File: src/rtl/amr_pkg.sv
// Shared constants for the operating mode configuration register block
`default_nettype none
package amr_pkg;
   // Register width and power-on value
   localparam int AMR_REG_W = 8;
   localparam logic [7:0] AMR_MODE_RST = 8'h00;
   // Field positions inside operating_mode_config
   localparam int AMR_CHOP_OFF_BIT = 7;
   localparam int AMR_CMN_BUF_BIT = 6;
   localparam int AMR_REF_SEL_BIT = 5;
   localparam int AMR_LAYOUT_BIT = 4;
   localparam int AMR_OSC_STOP_BIT = 3;
   localparam int AMR_MODE_MSB = 2;
   localparam int AMR_MODE_LSB = 0;
   // Operating mode field codes
   localparam logic [2:0] AMR_MD_PDOWN = 3'h0;
   localparam logic [2:0] AMR_MD_IDLE = 3'h1;
   localparam logic [2:0] AMR_MD_SINGLE = 3'h2;
   // Channel counts for the two layouts
   localparam logic [3:0] AMR_PSEUDO_L0 = 4'h8;
   localparam logic [3:0] AMR_PSEUDO_L1 = 4'ha;
   localparam logic [3:0] AMR_DIFF_L0 = 4'h4;
   localparam logic [3:0] AMR_DIFF_L1 = 4'h5;
   localparam logic [1:0] AMR_REFS_L0 = 2'h2;
   localparam logic [1:0] AMR_REFS_L1 = 2'h1;
   // Clock rate and oscillator start-up time
   localparam longint AMR_CLK_HZ = 64'd50_000_000;
   localparam longint AMR_OSC_START_MS = 64'd300;
   localparam longint AMR_OSC_START_CYC = (AMR_OSC_START_MS * AMR_CLK_HZ) / 64'd1000;
   localparam int AMR_OSC_CNT_W = 24;
   // Conversion sequencer states
   typedef enum logic {
      AMR_ST_IDLE,
      AMR_ST_CONV
   } amr_state_e;
endpackage
`default_nettype wire

File: src/rtl/amr_osc_timer.sv
`timescale 1ns/100ps
`default_nettype none
// Start-up wait for the crystal oscillator after it is restarted
module amr_osc_timer #(
   parameter int CNT_W = 24,
   parameter logic [CNT_W-1:0] CYCLES = '1
) (
   input wire logic mclk_in,
   input wire logic srst_in,
   input wire logic start_in,
   output logic busy_out
);
   // Remaining cycles of the start-up wait
   logic [CNT_W-1:0] remain;

   // Load on restart, then count down to zero
   always_ff @(posedge mclk_in) begin
      if (srst_in) begin
         remain <= '0;
      end else if (start_in) begin
         remain <= CYCLES;
      end else if (remain != '0) begin
         remain <= remain - 1'b1;
      end
   end

   // Busy while any cycle of the wait is left
   assign busy_out = (remain != '0);
endmodule
`default_nettype wire

File: src/rtl/amr_mode_ctrl.sv
// Contract
// RQ1: Offset swap bit clear enables chopping, default on
// RQ2: Common buffer bit buffers shared negative input
// RQ3: Reference select bit picks first/second pair
// RQ4: Ten-input layout ignores reference select bit
// RQ5: Layout bit selects eight/four or ten/five inputs
// RQ6: Stop bit halts oscillator; host waits 300 ms
// RQ7: Stop bit clear keeps oscillator running
// RQ8: Mode field decoded; power-down is reset default
// RQ9: Idle holds filter, modulator reset, clocks run
// RQ10: Single mode performs exactly one conversion
// RQ11: Eight-bit register, host reads and writes
// RQ12: Conversion done updates results, mode to idle
// RQ13: Any mode field write resets the converter
`timescale 1ns/100ps
`default_nettype none
module amr_mode_ctrl #(
   parameter logic [amr_pkg::AMR_OSC_CNT_W-1:0] OSC_START_CYCLES =
      amr_pkg::AMR_OSC_CNT_W'(amr_pkg::AMR_OSC_START_CYC)
) (
   input wire logic mclk_in,
   input wire logic srst_in,
   // Parallel side of the serial port for this register
   input wire logic reg_wr_in,
   input wire logic [amr_pkg::AMR_REG_W-1:0] reg_wdata_in,
   output logic [amr_pkg::AMR_REG_W-1:0] reg_rdata_out,
   // Channel in use is pseudo-differential
   input wire logic pseudo_diff_in,
   // Converter reports the end of a conversion
   input wire logic conv_done_in,
   // Front end configuration
   output logic chop_en_out,
   output logic common_input_buffer_en_out,
   output logic first_reference_pair_out,
   output logic second_reference_pair_out,
   output logic channel_layout_select_out,
   output logic [3:0] pseudo_inputs_out,
   output logic [3:0] diff_inputs_out,
   output logic [1:0] reference_choices_out,
   // Oscillator control
   output logic osc_run_out,
   output logic osc_ready_out,
   // Converter control
   output logic mod_clk_run_out,
   output logic filter_reset_out,
   output logic conv_reset_out,
   output logic conv_run_out,
   output logic result_update_out
);
   import amr_pkg::*;

   // The register itself, also the read data
   logic [AMR_REG_W-1:0] mode_cfg;
   // Conversion sequencer state
   amr_state_e state;
   // Mode field and control bits as stored
   logic [2:0] md;
   logic osc_stop;
   // Oscillator run level for the next cycle
   logic next_osc_run;
   // Pulse that starts the oscillator start-up wait
   logic osc_restart;
   // Start-up wait still in progress
   logic osc_wait;
   // Conversion finishes this cycle, with no host write competing
   logic conv_finish;

   assign md = mode_cfg[AMR_MODE_MSB:AMR_MODE_LSB];
   assign osc_stop = mode_cfg[AMR_OSC_STOP_BIT];
   assign reg_rdata_out = mode_cfg;
   // A host write on the same edge wins over the hardware rewrite
   assign conv_finish = (state == AMR_ST_CONV) && conv_done_in && !reg_wr_in;

   // Register storage: host writes, hardware returns the field to idle
   always_ff @(posedge mclk_in) begin
      if (srst_in) begin
         mode_cfg <= AMR_MODE_RST; // RQ8
      end else if (reg_wr_in) begin
         mode_cfg <= reg_wdata_in; // RQ11
      end else if (conv_finish) begin
         mode_cfg[AMR_MODE_MSB:AMR_MODE_LSB] <= AMR_MD_IDLE; // RQ12
      end
   end

   // Sequencer: a single-mode write starts one conversion
   always_ff @(posedge mclk_in) begin
      if (srst_in) begin
         state <= AMR_ST_IDLE;
      end else begin
         case (state)
            AMR_ST_IDLE: begin
               // Only the single code starts work; other codes stay put
               if (reg_wr_in && reg_wdata_in[2:0] == AMR_MD_SINGLE) begin
                  state <= AMR_ST_CONV; // RQ10
               end
            end
            AMR_ST_CONV: begin
               // A rewrite restarts or aborts the running conversion
               if (reg_wr_in) begin
                  state <= (reg_wdata_in[2:0] == AMR_MD_SINGLE) ? AMR_ST_CONV : AMR_ST_IDLE;
               end else if (conv_done_in) begin
                  state <= AMR_ST_IDLE; // RQ10
               end
            end
            default: begin
               state <= AMR_ST_IDLE;
            end
         endcase
      end
   end

   // One-cycle strobes toward the converter
   always_ff @(posedge mclk_in) begin
      if (srst_in) begin
         conv_reset_out <= 1'b0;
         result_update_out <= 1'b0;
      end else begin
         // Every write carries the mode field, so every write resets
         conv_reset_out <= reg_wr_in; // RQ13
         result_update_out <= conv_finish; // RQ12
      end
   end

   // Filter runs only while a conversion is under way
   assign conv_run_out = (state == AMR_ST_CONV);
   assign filter_reset_out = (state != AMR_ST_CONV); // RQ9

   // Front end configuration, registered from the stored bits
   always_ff @(posedge mclk_in) begin
      if (srst_in) begin
         chop_en_out <= 1'b1;
         common_input_buffer_en_out <= 1'b0;
         first_reference_pair_out <= 1'b1;
         second_reference_pair_out <= 1'b0;
         channel_layout_select_out <= 1'b0;
         pseudo_inputs_out <= AMR_PSEUDO_L0;
         diff_inputs_out <= AMR_DIFF_L0;
         reference_choices_out <= AMR_REFS_L0;
      end else begin
         // Set bit turns chopping off
         chop_en_out <= !mode_cfg[AMR_CHOP_OFF_BIT]; // RQ1
         // Buffering only means something on a pseudo-differential channel
         common_input_buffer_en_out <= mode_cfg[AMR_CMN_BUF_BIT] && pseudo_diff_in; // RQ2
         channel_layout_select_out <= mode_cfg[AMR_LAYOUT_BIT];
         if (mode_cfg[AMR_LAYOUT_BIT]) begin
            // Single reference layout; the select bit has no say here
            first_reference_pair_out <= 1'b1; // RQ4
            second_reference_pair_out <= 1'b0; // RQ4
            pseudo_inputs_out <= AMR_PSEUDO_L1; // RQ5
            diff_inputs_out <= AMR_DIFF_L1; // RQ5
            reference_choices_out <= AMR_REFS_L1; // RQ5
         end else begin
            first_reference_pair_out <= !mode_cfg[AMR_REF_SEL_BIT]; // RQ3
            second_reference_pair_out <= mode_cfg[AMR_REF_SEL_BIT]; // RQ3
            pseudo_inputs_out <= AMR_PSEUDO_L0; // RQ5
            diff_inputs_out <= AMR_DIFF_L0; // RQ5
            reference_choices_out <= AMR_REFS_L0; // RQ5
         end
      end
   end

   // Oscillator stops only in standby with the stop bit set
   always_comb begin
      next_osc_run = 1'b1; // RQ7
      if (md == AMR_MD_PDOWN && osc_stop) begin
         next_osc_run = 1'b0; // RQ6
      end
   end

   // Oscillator and modulator clock levels
   always_ff @(posedge mclk_in) begin
      if (srst_in) begin
         osc_run_out <= 1'b1;
         mod_clk_run_out <= 1'b0;
      end else begin
         osc_run_out <= next_osc_run; // RQ6
         // Modulator clocks run in every mode except power-down
         mod_clk_run_out <= (md != AMR_MD_PDOWN); // RQ9
      end
   end

   // Restart edge of the oscillator opens the start-up wait
   assign osc_restart = next_osc_run && !osc_run_out;

   amr_osc_timer #(
      .CNT_W(AMR_OSC_CNT_W),
      .CYCLES(OSC_START_CYCLES)
   ) u_osc_timer (
      .mclk_in(mclk_in),
      .srst_in(srst_in),
      .start_in(osc_restart),
      .busy_out(osc_wait)
   );

   // Ready tells the host its start-up wait is over; the host must still honour it
   assign osc_ready_out = osc_run_out && !osc_wait; // RQ6
endmodule
`default_nettype wire

File: config.mk
export PLATFORM = sky130hd
export DESIGN_NAME = amr_mode_ctrl
export DESIGN_NICKNAME = d
export VERILOG_FILES = /design/src/rtl/amr_pkg.sv /design/src/rtl/amr_osc_timer.sv /design/src/rtl/amr_mode_ctrl.sv
export SDC_FILE = /design/constraint.sdc
export NUM_CORES = 1
export LEC_CHECK = 0
export BUFFER_PORTS_ARGS = -buffer_cell sky130_fd_sc_hd__buf_2
export CAP_MARGIN = 10
export CELL_PAD_IN_SITES_DETAIL_PLACEMENT = 1
export CELL_PAD_IN_SITES_GLOBAL_PLACEMENT = 2
export CORE_MARGIN = 2
export CORE_UTILIZATION = 23
export DETAILED_ROUTE_END_ITERATION = 8
export GPL_ROUTABILITY_DRIVEN = 0
export HOLD_SLACK_MARGIN = 0.06
export PLACE_DENSITY_LB_ADDON = 0.1
export SLEW_MARGIN = 0
export SYNTH_ARGS = -nofsm -noshare
export SYNTH_HDL_FRONTEND = slang
export SYNTH_SLANG_ARGS = --single-unit
File: constraint.sdc
create_clock -name mclk_in -period 2.2 [get_ports mclk_in]
set_input_delay 0.11 -clock mclk_in [delete_from_list [all_inputs] [get_ports mclk_in]]
set_output_delay 0.11 -clock mclk_in [all_outputs]
set_load 0.02 [all_outputs]
# After elaboration in Yosys (flattened, before gate mapping)
# Cells that the tools add are included.
# W data, S select, Z words.
dict set report totals {
  ff_bits 52
  input_bits 13
  word_cells 52
  out_inout_bits 30
}
dict set report classes {
  n_eq_ne 1
  reduce_logical 19
  n_addsub 1
  n_bitwise 1
  muxes 13
}
# operator n
set op_table {}
lappend op_table {{$mux W24} 2}
lappend op_table {{$reduce_bool A24 Y1} 1}
lappend op_table {{$sub A24 B1 Y24 const B} 1}
lappend op_table {{$logic_and A1 B1 Y1} 7}
lappend op_table {{$mux W1} 6}
lappend op_table {{$mux W3} 2}
lappend op_table {{$logic_not A1 Y1} 5}
lappend op_table {{$mux W2} 2}
lappend op_table {{$reduce_bool A2 Y1} 2}
lappend op_table {{$reduce_or A2 Y1} 2}
lappend op_table {{$eq A3 B2 Y1 const B} 1}
lappend op_table {{$logic_not A3 Y1} 1}
lappend op_table {{$reduce_bool A3 Y1} 1}
lappend op_table {{$pmux W1 S2} 1}
lappend op_table {{$not A1 Y1} 1}

# Longest topological paths before layout
dict set report depth {
  ltp_word 5
  ltp_mapped 8
  mapped_depth_nobuf 6
}

# Modules after synthesis
# Synthesis repeated with hierarchy kept, for this count alone.
dict set report hier_totals {
  hier_cells 212
  hier_area_um2 1964.4
}
# mod instances area_per_inst_um2 cells_each seq_area_each_um2
set by_module_without_submodules {}
lappend by_module_without_submodules {amr_osc_timer 1 1268.7 141 480.5}
lappend by_module_without_submodules {amr_mode_ctrl 1 695.7 71 380.4}

# Least setup slack after synthesis
# No wires, ideal clock.
dict set report synth_path {
  kind {reg2out}
  start {register u_osc_timer.remain[13]}
  end {output osc_ready_out}
  stages_incl_launch_ff 5
  slack_ps 340
  arrival_ps 1750
  path_buffers 0
  cell_sequence {dfxtp_1 > or4_1 > nor3_2 > nand3_1 > nor4b_2}
}
dict set report synth_between {
  elab_chain_cells 3
}
# element line_no
set synth_rtl {}
lappend synth_rtl {{start: declaration} amr_osc_timer.sv:14} ;# logic [CNT_W-1:0] remain;
lappend synth_rtl {{start signal: assignment} amr_osc_timer.sv:23} ;# remain <= remain - 1'b1;
lappend synth_rtl {{$reduce_bool A24 Y1} amr_osc_timer.sv:28} ;# assign busy_out = (remain != '0);
lappend synth_rtl {{$logic_not A1 Y1} amr_mode_ctrl.sv:196} ;# assign osc_ready_out = osc_run_out && !osc_wait;
lappend synth_rtl {{$logic_and A1 B1 Y1} amr_mode_ctrl.sv:196}
lappend synth_rtl {{end: declaration} amr_mode_ctrl.sv:42} ;# output logic osc_ready_out,
# Every way passes these cells.

# Worst setup path in the final report
# Same ends and word-level chain as after synthesis.

==> run metrics <==
Setup crit end kind=output pin; ranking of synthesized cells by area=dfxtp_1 (39%), mux2i_1 (5.0%), nand2_1 (3.7%), buf_4 (3.4%), nor2_1 (3.2%); setup TNS=0 ns; Post-Route WL=6480 um; Slew Limit Fails=0; area share of the largest cell type after synthesis=0.388; Remaining Overflow, GRT=0; Sequential Area=865 um^2; Via Count=2003; core box area=9280 um^2; Root Buffer=clkbuf_8; area of the multi-input gates=1220 um^2; Largest Register=u_osc_timer.remain; Synth Cell Area=2220 um^2; Post-synth EDFFs=0; list of most frequent post-synthesis cells=dfxtp_1 (43), nand2_1 (22), nor2_1 (19); Filler cells=1157; Final setup viols=0; WP data required=2.09 ns; row count=35; Max Cap Violations=0; DR iter-0 viols=40; Critical Path AT=1.92 ns; Crit-path slowest cell=or4_4; kind of cell adding the most delay to the critical path=simple AND/OR/NAND/NOR gates; fin crit share=0.922; Hold Path Class=in2reg; Tot GR Track Use=0.137; Syn Area/Cell=9.08 um^2; Syn Inst Count=244; worst-skew pair later-pin latency=0.30 ns; Antenna Cells=0; top-count cell post-synth=dfxtp_1; ratio of cells with drive above 1 in the final layout=0.274; Seq cells post-synth=43; fmax=0.493 GHz; r2r setup slk=0.22 ns; Seq/Total Area, Yosys=0.388; RSZ-0062 raised after global routing=no; full die area=10400 um^2; pwr dens=1500 nW/um^2; CP max FO=8; clock buffer count from CTS=5; Yosys top cell by area=dfxtp_1; crit-path max cell delay=0.56 ns; Max transition margin=0.639; Nets=306; fraction of registers with async set or reset after synthesis=0; Vias/cell=4.76; number of flip-flops in the largest register=24; Critical Path Start Type=flop; die height=102 um; CTS tree=done; final hold vios=0; worst slew pin tran=0.535 ns; post-route ant nets=0; clock tree sinks=43; Power Total=4.10 mW; vias in the first global route=2064; CP Cell Sequence=or4_4, nor3_4, nand3_2, nor4b_4, buf_4; first-pass GRT wire length=11100 um; initial antenna violation count=0; DRC violation count after routing=0; initial core utilization=0.239; HPWL after DPL=4810 um; pin count of the biggest net entering global routing=24; Longest Clk Path Bufs=2; first drt pass iteration count=4; status=finished, final reports clean; Synth cell types=53; Leak=1.09 nW; Fin Clk Skew=0.00506 ns; # H-tree levels=2; Tmin final=2.03 ns; DR WL/cell=15.4 um; area grow syn2layout=23.3%; dominant synthesized flop cell=dfxtp_1; Worst VDD drop=405 uV; clock-pin slew on the worst setup and hold paths=0.09 ns; Yosys warning total=0; CP Buf/Inv Count=1; Setup Crit Path Kind=reg2out; Ports=43; Die W=102 um; I/O Buffers=36
-- power by group --
group | switching [mW] | total (mW) | internal (mW)
sequential | 0.266 | 1.23 | 0.962
combinational | 1.36 | 2.35 | 0.994
clock | 0.300 | 0.522 | 0.222
-- final cells by class --
cell class | count | share of cell area
Timing Repair Buffer | 56 | 0.127
Sequential cell | 43 | 0.317
Inverter | 12 | 0.0165
Clock buffer | 5 | 0.0252
Tap cell | 129 | 0.0591
Multi-Input combinational cell | 173 | 0.448
Clock inverter | 3 | 0.00733
-- metrics by stage --
step | util | cells | hold slack [ns] | instance area (um^2) | setup slack, ns
4_1_cts | 0.290 | 420 | 0.0628 | 2690 | 0.00639
3_3_place_gp | 0.272 | 405 | 0.342 | 2530 | 0.211
3_5_place_dp | 0.272 | 405 | 0.353 | 2530 | 0.208
2_1_floorplan | - | 248 | 0.255 | 2230 | 0.340
6_report | 0.294 | 421 | 0.0750 | 2730 | 0.173
5_1_grt | 0.294 | 421 | 0.0810 | 2730 | 0.0238
-- worst min-delay path, delay by kind of cell --
kind / cells / cell delay, ns
AOI/OAI and AO/OA: 1 / 0.05
buffers and inverters: 1 / 0.10
and+or+nand+nor: 1 / 0.06
-- repair_timing --
action / 4_1_cts / 5_1_grt
pin swaps: 1 / 2
setup endpoints to repair: 1 / 1
setup buffers: 1 / 1
hold buffers: 6 / 0
hold endpoints to repair: 6 / 0
gates resized for setup: 3 / 6
-- routing by layer --
layer  part of all wire  vias up  GRT usage  routed length [um]
met2               0.49       18      0.235                3190
met3              0.019        6     0.0253                 125
li1                   -      985          -                   -
met1               0.48      994      0.179                3100
met4             0.0091        0     0.0338                  59
met5                  0        -          0                   0
-- final timing paths --
kind / from / to / cells after the start
worst max-delay path: u_osc_timer.remain[13] / osc_ready_out / 5
worst min-delay path: reg_wdata_in[2] / reg_rdata_out[2] / 3
worst min register to register: reg_rdata_out[7] / chop_en_out / 1
worst max register to register: u_osc_timer.remain[2] / u_osc_timer.remain[20] / 4
-- kinds of logic (layout without fill, tap and decap cells) --
logic type      after synthesis  count (layout)  share of synthesized area
mux                          11              11                     0.0497
simple gates                104             104                      0.300
other cells                   2               6                    0.00339
fa+ha+maj                     2               2                     0.0113
compound gates               50              50                      0.165
buf+inv                      32              76                     0.0819
flops                        43              43                      0.388
-- placed cells by master, fill, tap and decap left out, types with 2 or more instances in the layout --
| master | synthesis | routed |
|---|---|---|
| nor3_4 | 1 | 2 |
| ha_1 | 2 | 2 |
| dfxtp_1 | 43 | 42 |
| nor4b_4 | 1 | 3 |
| and3_1 | 4 | 4 |
| clkinvlp_4 | 0 | 2 |
| clkbuf_8 | 0 | 5 |
| o21ai_1 | 2 | 2 |
| nand2b_1 | 6 | 6 |
| inv_1 | 12 | 12 |
| o21ai_0 | 3 | 3 |
| nor2b_1 | 2 | 2 |
| nor2_1 | 19 | 19 |
| nand2_1 | 22 | 21 |
| o31ai_1 | 7 | 7 |
| nand3b_1 | 2 | 2 |
| a31oi_1 | 5 | 5 |
| nor3_1 | 6 | 6 |
| a311oi_1 | 2 | 2 |
| nand4_1 | 6 | 6 |
| mux2i_1 | 11 | 11 |
| nand4_2 | 2 | 2 |
| nor4_1 | 3 | 3 |
| a221oi_1 | 2 | 2 |
| nand3_1 | 7 | 6 |
| buf_4 | 10 | 15 |
| a211o_1 | 3 | 3 |
| dlygate4sd3_1 | 0 | 6 |
| a2111oi_2 | 3 | 3 |
| buf_2 | 1 | 35 |
| nor4_4 | 2 | 2 |
| a211oi_1 | 2 | 2 |
| or4_1 | 7 | 6 |
| conb_1 | 2 | 6 |
| or3_1 | 2 | 2 |
| nor4_2 | 2 | 2 |
| and4_1 | 2 | 2 |
| a21oi_1 | 13 | 13 |
Note: power is estimated with default switching activity, not from simulation.
